$ cat src/logic/cpf_pkg.sv
package cpf_pkg;
  localparam int unsigned CLK_HZ = 100_000_000;
  localparam int unsigned CYC_PER_US = CLK_HZ / 1_000_000;
  // times in microseconds
  localparam int unsigned PERIOD_US = 1_000_000;
  localparam int unsigned WIN_US = 1000;
  localparam int unsigned HALF_US = 500;
  localparam int unsigned OC_DELAY_US = 3000;
  localparam int unsigned PERIOD_CYC = PERIOD_US * CYC_PER_US;
  localparam int unsigned WIN_CYC = WIN_US * CYC_PER_US;
  localparam int unsigned HALF_CYC = HALF_US * CYC_PER_US;
  localparam int unsigned OC_CYC = OC_DELAY_US * CYC_PER_US;
  localparam logic [1:0] UV_TRIP = 2'h2;
  // register map, byte addresses
  localparam logic [3:0] CTRL_ADDR = 4'h0;
  localparam logic [3:0] STATUS_ADDR = 4'h4;
  localparam logic [3:0] IRQ_STAT_ADDR = 4'h8;
  localparam logic [3:0] IRQ_MASK_ADDR = 4'hC;
  localparam int CTRL_THSEL_BIT = 0;
  localparam logic CTRL_RESET = 1'h0;
  localparam logic [3:0] IRQ_MASK_RESET = 4'h0;
  localparam int EV_OV = 0;
  localparam int EV_UV = 1;
  localparam int EV_OC = 2;
  localparam int EV_CLR = 3;
  localparam logic [1:0] RESP_OKAY = 2'h0;
  localparam logic [1:0] RESP_SLVERR = 2'h2;
  typedef enum logic [1:0] {
    S_IDLE = 2'b00,
    S_OV = 2'b01,
    S_UV = 2'b10,
    S_SLEEP = 2'b11
  } cpf_state_t;
endpackage

$ cat src/logic/cpf_fault_logic.sv
`timescale 1ns/1ps
// Function
// - sample switch on 1.0 ms each second
// - overvoltage test first half, undervoltage second
// - failed overvoltage test sets a fault latch
// - overvoltage fault: charge off, discharge on
// - hysteresis enable follows overvoltage fault
// - below hysteresis clears overvoltage, charge on
// - third consecutive undervoltage: discharge off, sleep
// - passing sample resets undervoltage count
// - charger presence clears undervoltage, discharge on
// - overcurrent latches fault, discharge off
// - overcurrent must persist 3.0 ms first
// - overcurrent clears once sense drops below threshold
// - overcurrent detection disabled during overvoltage
// - test input low resets logic, switches on
module cpf_fault_logic import cpf_pkg::*; #(
  parameter int unsigned PERIOD = PERIOD_CYC,
  parameter int unsigned WIN = WIN_CYC,
  parameter int unsigned HALF = HALF_CYC,
  parameter int unsigned OCDLY = OC_CYC
) (
  input wire logic clk,
  input wire logic nrst,
  input wire logic testPin_n,
  input wire logic limitCmp,
  input wire logic chargerCmp,
  input wire logic overcurrentCmp,
  output logic sampleSwitch,
  output logic ovTapSelect,
  output logic hystEnable,
  output logic charge_path_switch,
  output logic discharge_path_switch,
  output logic overcurrent_sense_threshold,
  output logic sleepMode,
  output logic irq,
  input wire logic [3:0] awaddr,
  input wire logic awvalid,
  output logic awready,
  input wire logic [31:0] wdata,
  input wire logic [3:0] wstrb,
  input wire logic wvalid,
  output logic wready,
  output logic [1:0] bresp,
  output logic bvalid,
  input wire logic bready,
  input wire logic [3:0] araddr,
  input wire logic arvalid,
  output logic arready,
  output logic [31:0] rdata,
  output logic [1:0] rresp,
  output logic rvalid,
  input wire logic rready
);
  if (HALF < 1 || WIN != 2 * HALF || PERIOD <= WIN || OCDLY < 1) begin
    $error("cpf_fault_logic: bad timing parameters");
  end

  // pin synchronisers; only stage 2 is read by logic
  logic [3:0] sync1, sync2;
  always_ff @(posedge clk or negedge nrst) begin
    if (!nrst) begin
      sync1 <= 4'h1;
      sync2 <= 4'h1;
    end else begin
      sync1 <= {overcurrentCmp, chargerCmp, limitCmp, testPin_n};
      sync2 <= sync1;
    end
  end
  logic testS, limS, chgS, ocS;
  assign {ocS, chgS, limS, testS} = sync2;

  // protection core
  cpf_state_t state, next_state;
  logic [31:0] cnt, next_cnt, ocTimer, next_ocTimer;
  logic [1:0] uvCnt, next_uvCnt;
  logic ovFault, uvFault, ocFault, next_ovFault, next_uvFault, next_ocFault;
  logic [3:0] ev;
  logic ovSample, uvSample, thSel;

  always_comb begin
    next_state = state;
    next_cnt = cnt + 32'h1;
    next_uvCnt = uvCnt;
    next_ovFault = ovFault;
    next_uvFault = uvFault;
    next_ocFault = ocFault;
    next_ocTimer = 32'h0;
    ev = 4'h0;
    ovSample = (state == S_OV) && (cnt == HALF - 1);
    uvSample = (state == S_UV) && (cnt == WIN - 1);
    if (cnt == PERIOD - 1) next_cnt = 32'h0;
    case (state)
      S_IDLE: if (cnt == PERIOD - 1) next_state = S_OV;
      S_OV: if (ovSample) next_state = S_UV;
      S_UV: if (uvSample) next_state = S_IDLE;
      S_SLEEP: next_cnt = 32'h0;
      default: next_state = S_IDLE;
    endcase
    // with the pull-up active the same tap reads the hysteresis level
    if (ovSample && limS && !ovFault) begin
      next_ovFault = 1'b1;
      ev[EV_OV] = 1'b1;
    end else if (ovSample && !limS && ovFault) begin
      next_ovFault = 1'b0;
      ev[EV_CLR] = 1'b1;
    end
    if (uvSample && !limS) begin
      next_uvCnt = 2'h0;
    end else if (uvSample && uvCnt == UV_TRIP) begin
      next_uvFault = 1'b1;
      next_uvCnt = 2'h0;
      next_state = S_SLEEP;
      ev[EV_UV] = 1'b1;
    end else if (uvSample) begin
      next_uvCnt = uvCnt + 2'h1;
    end
    if (uvFault && chgS) begin
      next_uvFault = 1'b0;
      next_state = S_OV;
      next_cnt = 32'h0;
      ev[EV_CLR] = 1'b1;
    end
    // off charge switch would look like overcurrent, so no detection
    if (ocFault && !ocS) begin
      next_ocFault = 1'b0;
      ev[EV_CLR] = 1'b1;
    end else if (!ocFault && ocS && !ovFault) begin
      next_ocTimer = ocTimer + 32'h1;
      if (ocTimer == OCDLY - 1) begin
        next_ocFault = 1'b1;
        next_ocTimer = 32'h0;
        ev[EV_OC] = 1'b1;
      end
    end
    if (!testS) begin
      next_state = S_OV;
      next_cnt = 32'h0;
      next_uvCnt = 2'h0;
      next_ovFault = 1'b0;
      next_uvFault = 1'b0;
      next_ocFault = 1'b0;
      next_ocTimer = 32'h0;
      ev = 4'h0;
    end
  end

  always_ff @(posedge clk or negedge nrst) begin
    if (!nrst) begin
      state <= S_IDLE;
      cnt <= 32'(PERIOD - 1);
      uvCnt <= 2'h0;
      ovFault <= 1'b0;
      uvFault <= 1'b0;
      ocFault <= 1'b0;
      ocTimer <= 32'h0;
      sampleSwitch <= 1'b0;
      ovTapSelect <= 1'b0;
      hystEnable <= 1'b0;
      charge_path_switch <= 1'b1;
      discharge_path_switch <= 1'b1;
      sleepMode <= 1'b0;
      overcurrent_sense_threshold <= CTRL_RESET;
    end else begin
      state <= next_state;
      cnt <= next_cnt;
      uvCnt <= next_uvCnt;
      ovFault <= next_ovFault;
      uvFault <= next_uvFault;
      ocFault <= next_ocFault;
      ocTimer <= next_ocTimer;
      sampleSwitch <= (next_state == S_OV) || (next_state == S_UV);
      ovTapSelect <= next_state == S_OV;
      hystEnable <= next_ovFault;
      charge_path_switch <= !next_ovFault;
      discharge_path_switch <= !(next_uvFault || next_ocFault);
      sleepMode <= next_state == S_SLEEP;
      overcurrent_sense_threshold <= thSel;
    end
  end

  // AXI4-Lite slave; one write and one read in flight
  logic awHeld, wHeld, next_awHeld, next_wHeld;
  logic [3:0] awAddr, next_awAddr;
  logic [31:0] wDat, next_wDat, next_rdata;
  logic wStb, next_wStb, next_thSel, next_bvalid, next_rvalid, doWrite;
  logic [1:0] next_bresp, next_rresp;
  logic [3:0] irqStat, irqMask, next_irqStat, next_irqMask;

  always_comb begin
    next_awHeld = awHeld;
    next_wHeld = wHeld;
    next_awAddr = awAddr;
    next_wDat = wDat;
    next_wStb = wStb;
    next_bvalid = bvalid;
    next_bresp = bresp;
    next_rvalid = rvalid;
    next_rresp = rresp;
    next_rdata = rdata;
    next_thSel = thSel;
    next_irqMask = irqMask;
    next_irqStat = irqStat;
    if (awvalid && awready) begin
      next_awHeld = 1'b1;
      next_awAddr = awaddr;
    end
    if (wvalid && wready) begin
      next_wHeld = 1'b1;
      next_wDat = wdata;
      next_wStb = wstrb[0];
    end
    doWrite = awHeld && wHeld && !bvalid;
    if (doWrite) begin
      next_awHeld = 1'b0;
      next_wHeld = 1'b0;
      next_bvalid = 1'b1;
      next_bresp = RESP_OKAY;
      case (awAddr)
        CTRL_ADDR: if (wStb) next_thSel = wDat[CTRL_THSEL_BIT];
        IRQ_MASK_ADDR: if (wStb) next_irqMask = wDat[3:0];
        STATUS_ADDR, IRQ_STAT_ADDR: ;
        default: next_bresp = RESP_SLVERR;
      endcase
    end
    if (bvalid && bready) next_bvalid = 1'b0;
    if (rvalid && rready) next_rvalid = 1'b0;
    if (arvalid && arready) begin
      next_rvalid = 1'b1;
      next_rresp = RESP_OKAY;
      next_rdata = 32'h0;
      case (araddr)
        CTRL_ADDR: next_rdata[CTRL_THSEL_BIT] = thSel;
        STATUS_ADDR: next_rdata[8:0] = {uvCnt, state == S_SLEEP,
          ocFault, uvFault, ovFault, hystEnable,
          discharge_path_switch, charge_path_switch};
        IRQ_STAT_ADDR: begin
          next_rdata[3:0] = irqStat;
          next_irqStat = 4'h0;
        end
        IRQ_MASK_ADDR: next_rdata[3:0] = irqMask;
        default: next_rresp = RESP_SLVERR;
      endcase
    end
    // an event in the clearing cycle survives the read
    next_irqStat = next_irqStat | ev;
  end

  always_ff @(posedge clk or negedge nrst) begin
    if (!nrst) begin
      awHeld <= 1'b0;
      wHeld <= 1'b0;
      awAddr <= 4'h0;
      wDat <= 32'h0;
      wStb <= 1'b0;
      awready <= 1'b0;
      wready <= 1'b0;
      arready <= 1'b0;
      bvalid <= 1'b0;
      bresp <= RESP_OKAY;
      rvalid <= 1'b0;
      rresp <= RESP_OKAY;
      rdata <= 32'h0;
      thSel <= CTRL_RESET;
      irqMask <= IRQ_MASK_RESET;
      irqStat <= 4'h0;
      irq <= 1'b0;
    end else begin
      awHeld <= next_awHeld;
      wHeld <= next_wHeld;
      awAddr <= next_awAddr;
      wDat <= next_wDat;
      wStb <= next_wStb;
      awready <= !next_awHeld && !next_bvalid;
      wready <= !next_wHeld && !next_bvalid;
      arready <= !next_rvalid;
      bvalid <= next_bvalid;
      bresp <= next_bresp;
      rvalid <= next_rvalid;
      rresp <= next_rresp;
      rdata <= next_rdata;
      thSel <= next_thSel;
      irqMask <= next_irqMask;
      irqStat <= next_irqStat;
      irq <= |(next_irqStat & next_irqMask);
    end
  end
endmodule

$ cat config.mk
export PLATFORM = sky130hd
export DESIGN_NAME = cpf_fault_logic
export DESIGN_NICKNAME = d
export VERILOG_FILES = /design/src/logic/cpf_pkg.sv /design/src/logic/cpf_fault_logic.sv
export SDC_FILE = /design/constraint.sdc
export NUM_CORES = 1
export LEC_CHECK = 0
export ABC_CLOCK_PERIOD_IN_PS = 4800
export BUFFER_PORTS_ARGS = -buffer_cell sky130_fd_sc_hd__buf_2
export CAP_MARGIN = 15
export CORE_MARGIN = 2
export CORE_UTILIZATION = 60
export DETAILED_ROUTE_END_ITERATION = 6
export HOLD_SLACK_MARGIN = 0.12
export PLACE_DENSITY_LB_ADDON = 0.15
export SKIP_LAST_GASP = 1
export SYNTH_ARGS = -nofsm -noshare
export SYNTH_HDL_FRONTEND = slang
export SYNTH_SLANG_ARGS = --single-unit
$ cat constraint.sdc
create_clock -name clk -period 4.8 [get_ports clk]
set_input_delay 0.24 -clock clk [delete_from_list [all_inputs] [get_ports clk]]
set_output_delay 0.24 -clock clk [all_outputs]
set_load 0.05 [all_outputs]
==> results.toml <==
[timing]
worst_slew_pin_slew_ns = 1.11
period_share_pct = 54.5
tns_ns = 0
finalMaxSlewViolations = 0
setup_viol = 0
max_freq_mhz = 382
slew_headroom_pct = 25.9
period_needed_ns = 2.62
rsz0062_at_grt = "false"
hold_violations = 0
skew_ns = 0.00923

[clocking]
cts_tree = "yes"
cts_resized = 0
cts_buffer_depth = 2
root_buffer = "clkbuf_8"
holdBufCountCts = 22
path_clk_slew_ns = 0.06
cts_buffers = 17
clk_latency_ns = 0.53
h-tree-depth = 4
post_cts_buffers = 0
cts_sinks = 122

[logic_synthesis]
synthArstFlopShare_pct = 100
synth-main-ff-cell = "dfrtp_1"
synth_seq_area_share_pct = 52.5
synthSimpleGateAreaFrac_pct = 23.5
ys_ff_latch = 122
ys_warn_count = 0
synthAdderAreaFrac_pct = 0.853
avgSynthCellArea_sq_um = 10.2
ys_types = 55
synth-edff-count = 0
synth_compound_gate_area_share_pct = 6.33
synth.area.mux_share_pct = 2.94
syn-cell-area_sq_mm = 0.00587
synthCells = 575
synth_top_family_by_area = "simple AND/OR/NAND/NOR gates"
synth-xor-area-share_pct = 8.51

[critical_path]
reg2reg_to = "cnt[10]"
ff2ff_path_depth = 6
crit_chain = "ha_1 > nand3_1 > nor2_1 > and4_1 > a221o_1 > nor2_1"
cp_max_fo = 32
cp_data_arrival_time_ns = 2.98
slowest_delay_ns = 0.89
critPathKind = "register to register"
cp_data_required_time_ns = 5.16
setup.worst_path.end = "cnt[10]"
worstSetupEndpointType = "register"
start_kind = "register"
slowest_stage = "a221o_1"
rrSetupSlack_ns = 2.18
crit_path_start = "cnt[0]"
crit_top_cell = "nor2_1"
reg2reg_from = "cnt[0]"

[floorplanning]
die_y_um = 103
ios = 104
rows = 36
die_w_um = 103
fp.coreArea_sq_mm = 0.00964
dieArea_sq_mm = 0.0106
initial_core_util_pct = 60.9

[cells_and_area]
syn_to_final_growth_pct = 18.3
fin_util_pct = 72.0
layout_commonest_cell = "dfrtp_1"
finalNetCount = 707
drive_gt1_share_pct = 18.8
layout_common_cells = "dfrtp_1 (99), nor2_1 (74), buf_2 (47)"
diodes = 0

[route]
drt-pass1-iter-count = 5
wl_met1_um = 5420
drt_iter0_drc = 298
vias_per_cell = 5.59
vias = 4439
ant_nets = 0
met3_length_um = 490
drt-total-wl_um = 12400
wl_per_cell_um = 15.7
drc_errors = 0
wl_met2_um = 6320
top_layer_used = "met4"

[place]
globalplace.congestion = 0.860
port_buffers = 47
hpwl_um = 8140

[min_path]
hold_class = "input pin to register"

[global_routing]
grt_pass1_wl_um = 20500
grt_start_max_net_pins = 79
antenna_found_initial = 0
gr-total-overflow = 0
grt_pass1_vias = 4410
grtUsageTotal_pct = 25.1

[flow_run]
maxCapViolations = 0

[pwr]
ir_drop_v = 0.000239
powerDensity_mw_per_mm2 = 416
p_leak_nw = 2.99

[status]
status = "finished, final reports clean"
==> flip-flops by register name, summed over array words and instances, names as in the netlist, 4 cells and up <==
name,cells
awAddr,4
cnt,32
irqMask,4
irqStat,4
ocTimer,32
rdata,9
sync1,4
sync2,4
wDat,4
==> per-layer routing <==
layer  GRT usage (%)  vias to the layer above
li1                -                     2118
met1            31.3                     2184
met2            42.6                      118
met3            5.83                       19
met4            9.41                        0
met5               0                        -
==> worst min-delay path by stage <==
stage | start | end | slack, ns | cells after the start
after floorplan | nrst | arready | -0.06 | 0
after global placement | sync1[3] | sync2[3] | 0.34 | 0
after detailed placement | sync1[3] | sync2[3] | 0.35 | 0
after CTS | araddr[2] | rdata[1] | 0.17 | 5
after global routing | araddr[1] | rdata[3] | 0.21 | 3
final | araddr[2] | rdata[1] | 0.18 | 5
==> cells in the mapped netlist, types with 4 or more instances <==
master / n / area share [%]
nor4_1: 17 / 1.8
xor2_1: 24 / 3.6
nor2_1: 74 / 4.7
o21ai_0: 15 / 1.3
o31ai_1: 4 / 0.51
ha_1: 4 / 0.85
and4_1: 9 / 1.3
xnor2_1: 33 / 4.9
clkbuf_1: 15 / 0.96
a22o_1: 6 / 0.90
buf_4: 25 / 3.2
and3_1: 13 / 1.4
nand3_1: 23 / 2.0
nand4_1: 28 / 3.0
nor2b_1: 5 / 0.53
mux2_2: 12 / 2.3
a21oi_1: 15 / 1.3
dfstp_2: 23 / 10
inv_1: 17 / 1.1
nor3_1: 21 / 1.8
nand2_1: 43 / 2.7
dfrtp_1: 99 / 42
==> worst max-delay path: cells and delay by family (launching register included) <==
| kind | cells | cell delay [ns] |
|---|---|---|
| compound gates | 1 | 0.89 |
| flops | 1 | 0.54 |
| fa+ha+maj | 1 | 0.20 |
| simple gates | 4 | 0.80 |
==> kinds of logic after synthesis <==
logic type | after synthesis
xor gates and xnor gates | 57
DFF | 122
AOI/OAI and AO/OA | 57
and+or+nand+nor | 262
adders and majority gates | 4
muxes | 14
buffers and inverters | 58
other | 1
==> stage by stage <==
stage	power, W	hold WS (ns)	instance area, sq um	worst slack (ns)	std cells
3_5_place_dp	0.00162	0.346	6120	2.20	739
5_1_grt	0.00301	0.208	6940	1.96	794
4_1_cts	0.00290	0.170	6940	2.18	793
6_report	0.00289	0.185	6940	2.18	794
3_3_place_gp	0.00160	0.335	6120	2.27	739
2_1_floorplan	0.00152	-0.0556	5960	2.75	599
==> area by class of cell <==
type / count / area (sq um)
clock buffers: 21 / 449
clock inverters: 11 / 145
fillers: 720 / 2700
inverters: 17 / 63.8
multi-input cells: 419 / 2560
flip-flops and latches: 122 / 3080
well taps: 133 / 166
repair buffers: 71 / 470
==> power breakdown <==
group          switching (W)  internal (W)  total, W
registers          0.0000692       0.00113   0.00120
clock network       0.000451      0.000816   0.00127
logic               0.000289      0.000131  0.000419
total               0.000809       0.00208   0.00289
Note: power is estimated with default switching activity, not from simulation.
